## src/logic/tmrs_defines.vh

```
// Constants for the target mode and reset sequencer.
// Assumes inclusion by bare name from the design files under logic/.
`ifndef TMRS_DEFINES_VH
`define TMRS_DEFINES_VH

// System clock rate in Hz.
`define CLK_HZ 50000000
// Reset pulse on restart, in milliseconds.
`define RST_PULSE_MS 100
// Reset release gap on serial program-mode restart, in milliseconds.
`define REL_GAP_MS 3
// Time allowed for the target to answer an exchange, in microseconds.
`define ANSWER_WAIT_US 50

// Link selection codes.
`define LINK_SERIAL 2'h0
`define LINK_TWOWIRE 2'h1
`define LINK_ONEWIRE 2'h2

// Command codes.
`define CMD_SET_RUN 3'h0
`define CMD_SET_PROG 3'h1
`define CMD_RESTART 3'h2
`define CMD_PRESENT 3'h3
`define CMD_MAP_WRITE 3'h4
`define CMD_MAP_READ 3'h5
`define CMD_CLEAR_LAYOUT 3'h6
`define CMD_ERASE 3'h7

// Memory types.
`define MEM_FLASH 2'h0
`define MEM_RAM 2'h1
`define MEM_EEPROM 2'h2

// Memory map properties.
`define PROP_BASE 2'h0
`define PROP_SIZE 2'h1
`define PROP_PAGE 2'h2

// Reset value of each map entry.
`define MAP_RESET 32'h0000_0000

`endif

```

## src/logic/pin_sync3.v

```verilog
// Three-stage synchroniser for one input pin.
// Assumes the pin is asynchronous to i_sys_clk; output follows once stages two and three agree.
`default_nettype none

module pin_sync3 (
  input wire i_sys_clk,
  input wire i_rstn,
  input wire i_pin,
  output reg o_level
);

  reg s1_reg;
  reg s2_reg;
  reg s3_reg;

  // The first stage feeds only the second stage; the output updates on agreement.
  always @(posedge i_sys_clk) begin
    if (!i_rstn) begin
      s1_reg <= 1'b0;
      s2_reg <= 1'b0;
      s3_reg <= 1'b0;
      o_level <= 1'b0;
    end else begin
      s1_reg <= i_pin;
      s2_reg <= s1_reg;
      s3_reg <= s2_reg;
      if (s2_reg == s3_reg) begin
        o_level <= s3_reg;
      end
    end
  end

endmodule

`default_nettype wire

```

## src/logic/target_mode_reset_sequencer.v

```verilog
// Mode, restart and memory-map sequencer for an attached target controller.
// Assumes commands arrive as a one-cycle strobe on i_sys_clk and the answer pin is asynchronous.
//
// Function
// RL1 - Serial and one-wire program entry: enable programming, hold target reset.
// RL2 - Serial and one-wire run entry: leave programming, release reset, target runs.
// RL3 - Two-wire program entry leaves run state alone, only sets up the link.
// RL4 - Two-wire run entry stops link clock first, then ends programming.
// RL5 - One-wire target left programming stays halted until power is cycled.
// RL6 - Restart cycles reset then returns to the previous run or program mode.
// RL7 - Run-mode restart on serial or two-wire holds reset 100 ms.
// RL8 - Serial program-mode restart releases reset 3 ms, then re-enters programming.
// RL9 - Two-wire program restart: drop link, reset 100 ms, relink, restore.
// RL10 - Two-wire link never holds the target in reset while operating.
// RL11 - Restart on the one-wire link is refused.
// RL12 - Settable, readable base, size and page map for flash, RAM, EEPROM.
// RL13 - Property not applying to the memory type gives unsupported error.
// RL14 - Reading an undetermined property gives undetermined value error.
// RL15 - Clearing memory layout needs program mode, else wrong mode error.
// RL16 - Flash erase needs program mode; EEPROM erased unless keep fuse set.
// RL17 - Failed exchange with target reports link failure error.
// RL18 - Controller restarts only when brief firmware run is harmless.
// RL19 - Presence query reports 1 or 0 and keeps the operating mode.
// RL20 - Target reset is active low and released after programmer reset.
`include "tmrs_defines.vh"
`default_nettype none

module target_mode_reset_sequencer #(
  parameter [31:0] RST_PULSE_CYC = `RST_PULSE_MS * (`CLK_HZ / 1000),
  parameter [31:0] REL_GAP_CYC = `REL_GAP_MS * (`CLK_HZ / 1000),
  parameter [31:0] ANSWER_CYC = `ANSWER_WAIT_US * (`CLK_HZ / 1000000)
) (
  input wire i_sys_clk,
  input wire i_rstn,
  input wire [1:0] i_link_sel,
  input wire i_cmd_valid,
  input wire [2:0] i_cmd_code,
  input wire [1:0] i_map_mem,
  input wire [1:0] i_map_prop,
  input wire [31:0] i_map_value,
  input wire i_eeprom_keep_fuse,
  input wire i_tgt_answer,
  output reg o_busy,
  output reg o_done,
  output reg o_flash_access_mode,
  output reg o_tgt_reset_n,
  output reg o_prog_enable,
  output reg o_link_active,
  output reg o_link_clk_en,
  output reg o_xfer_req,
  output reg o_erase_req,
  output reg o_erase_eeprom,
  output reg o_present,
  output reg [31:0] o_read_data,
  output reg o_wrong_mode_error,
  output reg o_link_failure_error,
  output reg o_unsupported_combo_error,
  output reg o_undetermined_value_error
);

  localparam [2:0] S_IDLE = 3'h0;
  localparam [2:0] S_XFER = 3'h1;
  localparam [2:0] S_WAIT = 3'h2;
  localparam [2:0] S_STOPCLK = 3'h3;
  localparam [2:0] S_DONE = 3'h4;

  // What to do when the timer in S_WAIT runs out.
  localparam [1:0] P_RUN_RELEASE = 2'h0;
  localparam [1:0] P_SERIAL_REENTER = 2'h1;
  localparam [1:0] P_TWOWIRE_RELINK = 2'h2;

  reg [2:0] state_reg;
  reg [1:0] phase_reg;
  reg [31:0] timer_reg;
  reg present_cmd_reg;
  reg [31:0] map_reg [0:8];
  reg [8:0] known_reg;
  wire answer_level;
  wire [3:0] map_idx;
  integer k;

  // A property applies unless it is the page size of RAM or the memory type or property code is unknown.
  function prop_applies;
    input [1:0] mem;
    input [1:0] prop;
    begin
      prop_applies = (mem != 2'h3) && (prop != 2'h3) &&
                     !((mem == `MEM_RAM) && (prop == `PROP_PAGE));
    end
  endfunction

  // Flat index of a map entry: three properties per memory type.
  function [3:0] entry_index;
    input [1:0] mem;
    input [1:0] prop;
    begin
      entry_index = {mem, 1'b0} + {2'h0, mem} + {2'h0, prop};
    end
  endfunction

  assign map_idx = entry_index(i_map_mem, i_map_prop);

  // The answer pin comes from the target and is synchronised.
  pin_sync3 u_answer_sync (
    .i_sys_clk(i_sys_clk),
    .i_rstn(i_rstn),
    .i_pin(i_tgt_answer),
    .o_level(answer_level)
  );

  // Sequencer for mode changes, restarts, exchanges and map commands.
  always @(posedge i_sys_clk) begin
    if (!i_rstn) begin
      state_reg <= S_IDLE;
      phase_reg <= P_RUN_RELEASE;
      timer_reg <= 32'h0000_0000;
      present_cmd_reg <= 1'b0;
      o_busy <= 1'b0;
      o_done <= 1'b0;
      o_flash_access_mode <= 1'b0;
      // RL20 reset released
      o_tgt_reset_n <= 1'b1;
      o_prog_enable <= 1'b0;
      o_link_active <= 1'b0;
      o_link_clk_en <= 1'b0;
      o_xfer_req <= 1'b0;
      o_erase_req <= 1'b0;
      o_erase_eeprom <= 1'b0;
      o_present <= 1'b0;
      o_read_data <= 32'h0000_0000;
      o_wrong_mode_error <= 1'b0;
      o_link_failure_error <= 1'b0;
      o_unsupported_combo_error <= 1'b0;
      o_undetermined_value_error <= 1'b0;
      known_reg <= 9'h000;
      for (k = 0; k < 9; k = k + 1) begin
        map_reg[k] <= `MAP_RESET;
      end
    end else begin
      o_done <= 1'b0;
      o_xfer_req <= 1'b0;
      o_erase_req <= 1'b0;
      case (state_reg)
        S_IDLE: begin
          if (i_cmd_valid) begin
            o_busy <= 1'b1;
            o_wrong_mode_error <= 1'b0;
            o_link_failure_error <= 1'b0;
            o_unsupported_combo_error <= 1'b0;
            o_undetermined_value_error <= 1'b0;
            present_cmd_reg <= 1'b0;
            state_reg <= S_DONE;
            case (i_cmd_code)
              `CMD_SET_PROG: begin
                o_flash_access_mode <= 1'b1;
                o_xfer_req <= 1'b1;
                timer_reg <= ANSWER_CYC;
                state_reg <= S_XFER;
                if (i_link_sel == `LINK_TWOWIRE) begin
                  // RL3 link setup only
                  o_link_active <= 1'b1;
                  o_link_clk_en <= 1'b1;
                end else begin
                  // RL1 enable and hold
                  o_prog_enable <= 1'b1;
                  o_tgt_reset_n <= 1'b0;
                end
              end
              `CMD_SET_RUN: begin
                o_flash_access_mode <= 1'b0;
                if (i_link_sel == `LINK_TWOWIRE) begin
                  // RL4 clock stops first
                  o_link_clk_en <= 1'b0;
                  state_reg <= S_STOPCLK;
                end else begin
                  // RL2 leave and release
                  o_prog_enable <= 1'b0;
                  o_tgt_reset_n <= 1'b1;
                end
              end
              `CMD_RESTART: begin
                if (i_link_sel == `LINK_ONEWIRE) begin
                  // RL11 restart refused
                  o_unsupported_combo_error <= 1'b1;
                end else if (!o_flash_access_mode) begin
                  // RL7 run restart pulse
                  o_tgt_reset_n <= 1'b0;
                  timer_reg <= RST_PULSE_CYC;
                  phase_reg <= P_RUN_RELEASE;
                  state_reg <= S_WAIT;
                end else if (i_link_sel == `LINK_SERIAL) begin
                  // RL8 release gap
                  o_tgt_reset_n <= 1'b1;
                  o_prog_enable <= 1'b0;
                  timer_reg <= REL_GAP_CYC;
                  phase_reg <= P_SERIAL_REENTER;
                  state_reg <= S_WAIT;
                end else begin
                  // RL9 drop link, pulse
                  o_link_active <= 1'b0;
                  o_link_clk_en <= 1'b0;
                  o_tgt_reset_n <= 1'b0;
                  timer_reg <= RST_PULSE_CYC;
                  phase_reg <= P_TWOWIRE_RELINK;
                  state_reg <= S_WAIT;
                end
              end
              `CMD_PRESENT: begin
                // RL19 query, mode kept
                present_cmd_reg <= 1'b1;
                o_xfer_req <= 1'b1;
                timer_reg <= ANSWER_CYC;
                state_reg <= S_XFER;
              end
              `CMD_MAP_WRITE: begin
                if (!prop_applies(i_map_mem, i_map_prop)) begin
                  // RL13 combination rejected
                  o_unsupported_combo_error <= 1'b1;
                end else begin
                  // RL12 store property
                  map_reg[map_idx] <= i_map_value;
                  known_reg[map_idx] <= 1'b1;
                end
              end
              `CMD_MAP_READ: begin
                if (!prop_applies(i_map_mem, i_map_prop)) begin
                  // RL13 combination rejected
                  o_unsupported_combo_error <= 1'b1;
                end else if (!known_reg[map_idx]) begin
                  // RL14 value undetermined
                  o_undetermined_value_error <= 1'b1;
                end else begin
                  // RL12 return property
                  o_read_data <= map_reg[map_idx];
                end
              end
              `CMD_CLEAR_LAYOUT: begin
                // RL15 mode checked
                if (!o_flash_access_mode) begin
                  o_wrong_mode_error <= 1'b1;
                end else begin
                  known_reg <= 9'h000;
                end
              end
              `CMD_ERASE: begin
                // RL16 whole flash erase
                if (!o_flash_access_mode) begin
                  o_wrong_mode_error <= 1'b1;
                end else begin
                  o_erase_req <= 1'b1;
                  o_erase_eeprom <= !i_eeprom_keep_fuse;
                  o_xfer_req <= 1'b1;
                  timer_reg <= ANSWER_CYC;
                  state_reg <= S_XFER;
                end
              end
              default: begin
                state_reg <= S_DONE;
              end
            endcase
          end
        end
        S_STOPCLK: begin
          // RL4 then end programming
          o_link_active <= 1'b0;
          o_prog_enable <= 1'b0;
          state_reg <= S_DONE;
        end
        S_WAIT: begin
          if (timer_reg > 32'h0000_0001) begin
            timer_reg <= timer_reg - 32'h0000_0001;
          end else begin
            case (phase_reg)
              P_SERIAL_REENTER: begin
                // RL6 program mode restored
                o_prog_enable <= 1'b1;
                o_tgt_reset_n <= 1'b0;
                o_xfer_req <= 1'b1;
                timer_reg <= ANSWER_CYC;
                state_reg <= S_XFER;
              end
              P_TWOWIRE_RELINK: begin
                // RL10 reset freed in the relink cycle
                o_tgt_reset_n <= 1'b1;
                o_link_active <= 1'b1;
                o_link_clk_en <= 1'b1;
                o_xfer_req <= 1'b1;
                timer_reg <= ANSWER_CYC;
                state_reg <= S_XFER;
              end
              default: begin
                // RL6 run mode kept
                o_tgt_reset_n <= 1'b1;
                state_reg <= S_DONE;
              end
            endcase
          end
        end
        S_XFER: begin
          if (answer_level) begin
            o_present <= present_cmd_reg ? 1'b1 : o_present;
            state_reg <= S_DONE;
          end else if (timer_reg > 32'h0000_0001) begin
            timer_reg <= timer_reg - 32'h0000_0001;
          end else begin
            if (present_cmd_reg) begin
              // RL19 no target found
              o_present <= 1'b0;
            end else begin
              // RL17 exchange failed
              o_link_failure_error <= 1'b1;
            end
            state_reg <= S_DONE;
          end
        end
        S_DONE: begin
          o_busy <= 1'b0;
          o_done <= 1'b1;
          state_reg <= S_IDLE;
        end
        default: begin
          state_reg <= S_IDLE;
        end
      endcase
    end
  end

endmodule

`default_nettype wire

```

## config.mk

```make
export PLATFORM = sky130hd
export DESIGN_NAME = target_mode_reset_sequencer
export DESIGN_NICKNAME = d
export VERILOG_FILES = /design/src/logic/pin_sync3.v /design/src/logic/target_mode_reset_sequencer.v
export VERILOG_INCLUDE_DIRS = /design/src /design/src/logic
export SDC_FILE = /design/constraint.sdc
export NUM_CORES = 1
export LEC_CHECK = 0
export ABC_CLOCK_PERIOD_IN_PS = 7600
export BUFFER_PORTS_ARGS = -buffer_cell sky130_fd_sc_hd__buf_2
export CORE_ASPECT_RATIO = 0.6
export CORE_UTILIZATION = 62
export DETAILED_ROUTE_END_ITERATION = 10
export PLACE_DENSITY = 0.91
export SLEW_MARGIN = 20
export SYNTH_ARGS = -nofsm -noshare
export SYNTH_HDL_FRONTEND = slang
export SYNTH_HIERARCHICAL = 1
export SYNTH_SLANG_ARGS = --single-unit
```

## constraint.sdc

```tcl
create_clock -name i_sys_clk -period 7.6 [get_ports i_sys_clk]
set_input_delay 1.14 -clock i_sys_clk [delete_from_list [all_inputs] [get_ports i_sys_clk]]
set_output_delay 1.14 -clock i_sys_clk [all_outputs]
set_load 0.05 [all_outputs]
```

## Word level (Yosys, flattened, before mapping)

Memory sizes are Yosys's and may differ from the RTL's. A register that Yosys moved wholly into a read port is not among the register bits.
Cells that the tools add are included.

| storage, ports and cells | value |
|---|---|
| flip-flop bits (word level) | 66 |
| memory bits (writable) | 288 |
| bits of input ports | 46 |
| logic and storage cells | 217 |
| memories | 1 |

Memories:

| memory | words | width | read ports | clocked after Yosys merged registers in | wr ports | RTL line | RTL |
|---|---|---|---|---|---|---|---|
| map_reg | 9 | 32 | 1 | 1 | 9 | target_mode_reset_sequencer.v:76 | `reg [31:0] map_reg [0:8];` |

| cells by class | value |
|---|---|
| $add $sub $neg | 3 |
| magnitude comparators | 3 |
| equal/unequal tests | 46 |
| multiplexer cells | 99 |
| bitwise gates (word level) | 2 |
| reductions and logical operators | 39 |

Operators by type and width:

| operator | number |
|---|---|
| 32-bit 2-to-1 mux | 8 |
| 32-bit case mux with 3 select lines | 2 |
| 1-bit 2-to-1 mux | 55 |
| 23-bit 2-to-1 mux | 2 |
| 32-bit by 1-bit greater-than comparator with 1-bit output, second input constant | 1 |
| 32-bit OR reduction | 1 |
| 32-bit by 1-bit subtractor with 32-bit output, second input constant | 1 |
| 3-bit != test, second input constant | 10 |
| 2-bit != test, second input constant | 13 |
| 3-bit 2-to-1 mux | 8 |
| 3-bit case mux with 4 select lines | 2 |
| 10-bit AND reduction | 2 |
| 9-bit 2-to-1 mux | 2 |
| 1-bit case mux with 2 select lines | 9 |
| 9-bit case mux with 2 select lines | 1 |
| 4-bit AND reduction | 4 |
| 3-bit == test, second input constant | 5 |
| 1-bit case mux with 3 select lines | 5 |
| 5-bit AND reduction | 3 |
| 3-bit by 2-bit == test with 1-bit output, second input constant | 4 |
| 2-bit nonzero test | 6 |
| 9-bit OR | 1 |
| 9-bit AND reduction | 1 |
| 8-bit AND reduction | 1 |
| 27 further kinds | 45 |

## Longest topological paths before layout

| depth | value |
|---|---|
| depth in word-level cells | 12 |
| mapped depth | 11 |
| mapped depth without buffers | 9 |

## Hierarchy

The synthesis kept the hierarchy.

Modules (own cells, without submodules):

| module | instances | cells an instance | area an instance (µm²) | seq. area each (µm²) |
|---|---|---|---|---|
| target_mode_reset_sequencer | 1 | 1665 | 25994.9 | 17256.6 |
| pin_sync3 | 1 | 10 | 116.4 | 80.1 |

## Worst setup path after synthesis

OpenSTA, ideal clock, no wires.

| timing path | value |
|---|---|
| kind | input port to flip-flop |
| start | in i_map_mem[0] |
| end | mem map_reg[12][0], enable pin |
| arrival | 5.263 ns |
| setup slack | 1.876 ns |
| stages on the path | 9 |
| buffers on the path | 2 |
| cells stage by stage | fa_1 ha_1 inv_1 fa_1 buf_1 buf_1 nor2_1 nand2_1 nor3_1 |

RTL lines:

| item | RTL line | RTL |
|---|---|---|
| from (decl) | target_mode_reset_sequencer.v:38 | `input wire [1:0] i_map_mem,` |
| to (decl) | target_mode_reset_sequencer.v:76 |  |

==> reports/metrics.yaml <==
min_path:
  hold_path.class: "reg -> reg"
  whs_path_depth: 1
  worst_hold_path.endpoint: "u_answer_sync/s2_reg"
  hp-start: "u_answer_sync/s1_reg"
detailed_routing:
  viasPerCell: 6.71
  ant_nets: 0
  first_pass_iters: 7
  drt_iter0_drc: 2102
  num_vias: 15800
  drt-wirelength-per-cell_um: 27.5
  drc: 0
  drt-total-wl_um: 64700
cts:
  ctsHtreeMaxLevel: 2
  cts_tree: "done"
  clk_path_buf_depth: 3
  postCtsSetupBuffers: 0
  cts_made_buffers: 52
  clk_pin_slew_ps: 70
  postCtsHoldBufs: 0
  root_buffer: "clkbuf_16"
  cts-resized-gates: 0
  clk_latency_ps: 600
  clock_sinks: 610
timing:
  tns_ps: 0
  setup_viol: 0
  min_period_ps: 5230
  tightest_slew_ps: 1110
  max-slew-margin-rel_pct: 25.5
  fin_skew_ps: 20.0
  max_freq_ghz: 0.191
  fin_crit_sh_pct: 68.9
  finalHoldViolations: 0
  rsz0062_at_grt: "no"
  slew_violations: 0
placed_design:
  gp_congestion: 0.946
  placedInstanceArea_mm2: 0.0272
  place_hpwl_um: 38000
  port_buffers: 92
floorplan:
  core-area_mm2: 0.0410
  ioPinCount: 93
  row_count: 57
  start_util_pct: 63.7
  die_width_um: 267
  dieArea_mm2: 0.0430
  die_h_um: 161
worst_setup_path:
  r2r_slack_ps: 3540
  r2r-start: "state_reg[2]"
  cp-start-kind: "input pin"
  worstRegToRegCells: 6
  rr_endpoint: "map_reg[0][22]"
  crit_arrival_ps: 5440
  path_class: "in -> reg"
  cp_max_fo: 32
  required_ps: 7810
  crit_path_end_kind: "register"
synth:
  synth-main-ff-cell: "edfxtp_1"
  ys_ff_latch: 610
  syn_nets: 1731
  synth_edf_count: 512
  syn_inst: 1675
  avgSynthCellArea_um2: 15.6
  synth-async-reset-ratio_pct: 0
  yosys_warnings: 6
  ys_seq_area_share_pct: 66.4
  synth_cell_type_count: 73
  syn-cell-area_mm2: 0.0261
global_routing:
  grt_pass1_vias: 15600
  grt_antenna_before_repair: 2
  grt_max_degree: 95
  overflow: 0
  grt_pass1_wl_um: 95200
  grt_usage_pct: 30.3
cells_and_area:
  syn_to_final_growth_pct: 11.6
  layout_commonest_cell: "edfxtp_1"
  mostFrequentLayoutCells: "edfxtp_1 (512), and2_1 (291), mux4_2 (162)"
  fillerInstances: 2423
  stdcell_area_mm2: 0.0291
  largest_reg_flops: 512
  layout-drive-gt1-share_pct: 23.8
  nNetsFinal: 1801
pwr:
  p_leak_nw: 10.1
  power_per_cell_area_mw_per_mm2: 257
  peakVddDrop_v: 0.000298
run:
  cap_violations: 0
run_status:
  status: "completed"
## worst max-delay path, cell delays in order
cell	delay, ps
buf_2	150
fa_1	590
ha_4	140
inv_1	40
fa_2	1110
buf_4	450
nand3_1	550
nor3_2	360
nand2b_2	880
## how the worst max path moves through the flow
stage | end | from | slack (ps) | cells after the start
finish | map_reg[0][22] | i_map_mem[0] | 2370 | 9
global route | map_reg[0][22] | i_map_mem[0] | 2330 | 9
CTS | map_reg[3][25] | i_map_mem[0] | 2580 | 9
detailed placement | map_reg[3][16] | i_map_mem[0] | 2020 | 9
global placement | map_reg[8][17] | i_map_mem[0] | 2210 | 10
floorplan | map_reg[12][0] | i_map_mem[0] | 1880 | 9
## metrics by stage
step                      hold slack [ps]  setup WS [ps]  utilization, %  cells  total power [mW]
after floorplan                       412           1880               -   1675              4.48
after global placement                430           2210            66.4   2245              4.71
after detailed placement              430           2020            66.4   2245              4.75
after CTS                             445           2580            70.6   2343              7.46
after global routing                  448           2330            71.1   2350              7.68
final                                 441           2370            71.1   2350              7.49
## synth_stat cells, types with 4 or more instances
cell	count	area [µm²]
edfxtp_1	512	15400
buf_1	16	60.1
nor4_1	10	62.6
a31oi_1	15	93.8
a32o_1	4	40.0
o21ai_0	26	130
inv_1	14	52.6
nor3_1	22	110
clkbuf_1	82	308
nand3_1	14	70.1
buf_6	4	45.0
a211oi_1	5	37.5
nor2b_1	5	31.3
o21ai_1	10	50.1
a32oi_1	4	35.0
nand2_1	111	417
nor3b_1	9	67.6
a311oi_2	4	60.1
or3_1	12	75.1
o21bai_1	4	30.0
nor2_1	70	263
nand2b_1	11	68.8
o21a_1	4	30.0
ha_1	8	100
a21oi_1	72	360
dfxtp_1	98	1960
mux4_2	162	3650
and2_1	291	1820
## power by group
part	total (mW)	switching [mW]	internal, mW
combinational	0.984	0.590	0.394
clock	2.76	1.24	1.53
sequential	3.75	0.0505	3.69
total	7.49	1.88	5.61
## final cells by class
class / instances / area, µm² / area share [%]
clock inverters: 39 / 397 / 1.36
multi-input cells: 945 / 8510 / 29.2
diodes: 1 / 2.50 / 0.00859
inverters: 15 / 56.3 / 0.193
flip-flops and latches: 610 / 17300 / 59.5
repair buffers: 121 / 796 / 2.73
clock buffers: 59 / 1350 / 4.63
well taps: 560 / 701 / 2.40
## per-layer routing
metal,wire length (µm),global-route usage [%],vias up
met5,23,0,-
met4,2250,10.2,4
met3,8420,7.57,166
met2,29800,46.4,1141
met1,24200,43.1,7900
li1,-,-,6551
## kinds of logic (layout without fill, tap and decap cells)
| group | Yosys count | in the layout | synth area share, % |
|---|---|---|---|
| buf+inv | 120 | 234 | 1.85 |
| compound gates | 187 | 187 | 4.74 |
| simple gates | 578 | 578 | 12.2 |
| xor+xnor | 2 | 2 | 0.0671 |
| fa+ha+maj | 11 | 11 | 0.575 |
| other cells | 0 | 1 | 0 |
| mux | 167 | 167 | 14.2 |
| flops | 610 | 610 | 66.4 |
No activity file was read; power rests on OpenSTA's default activity.
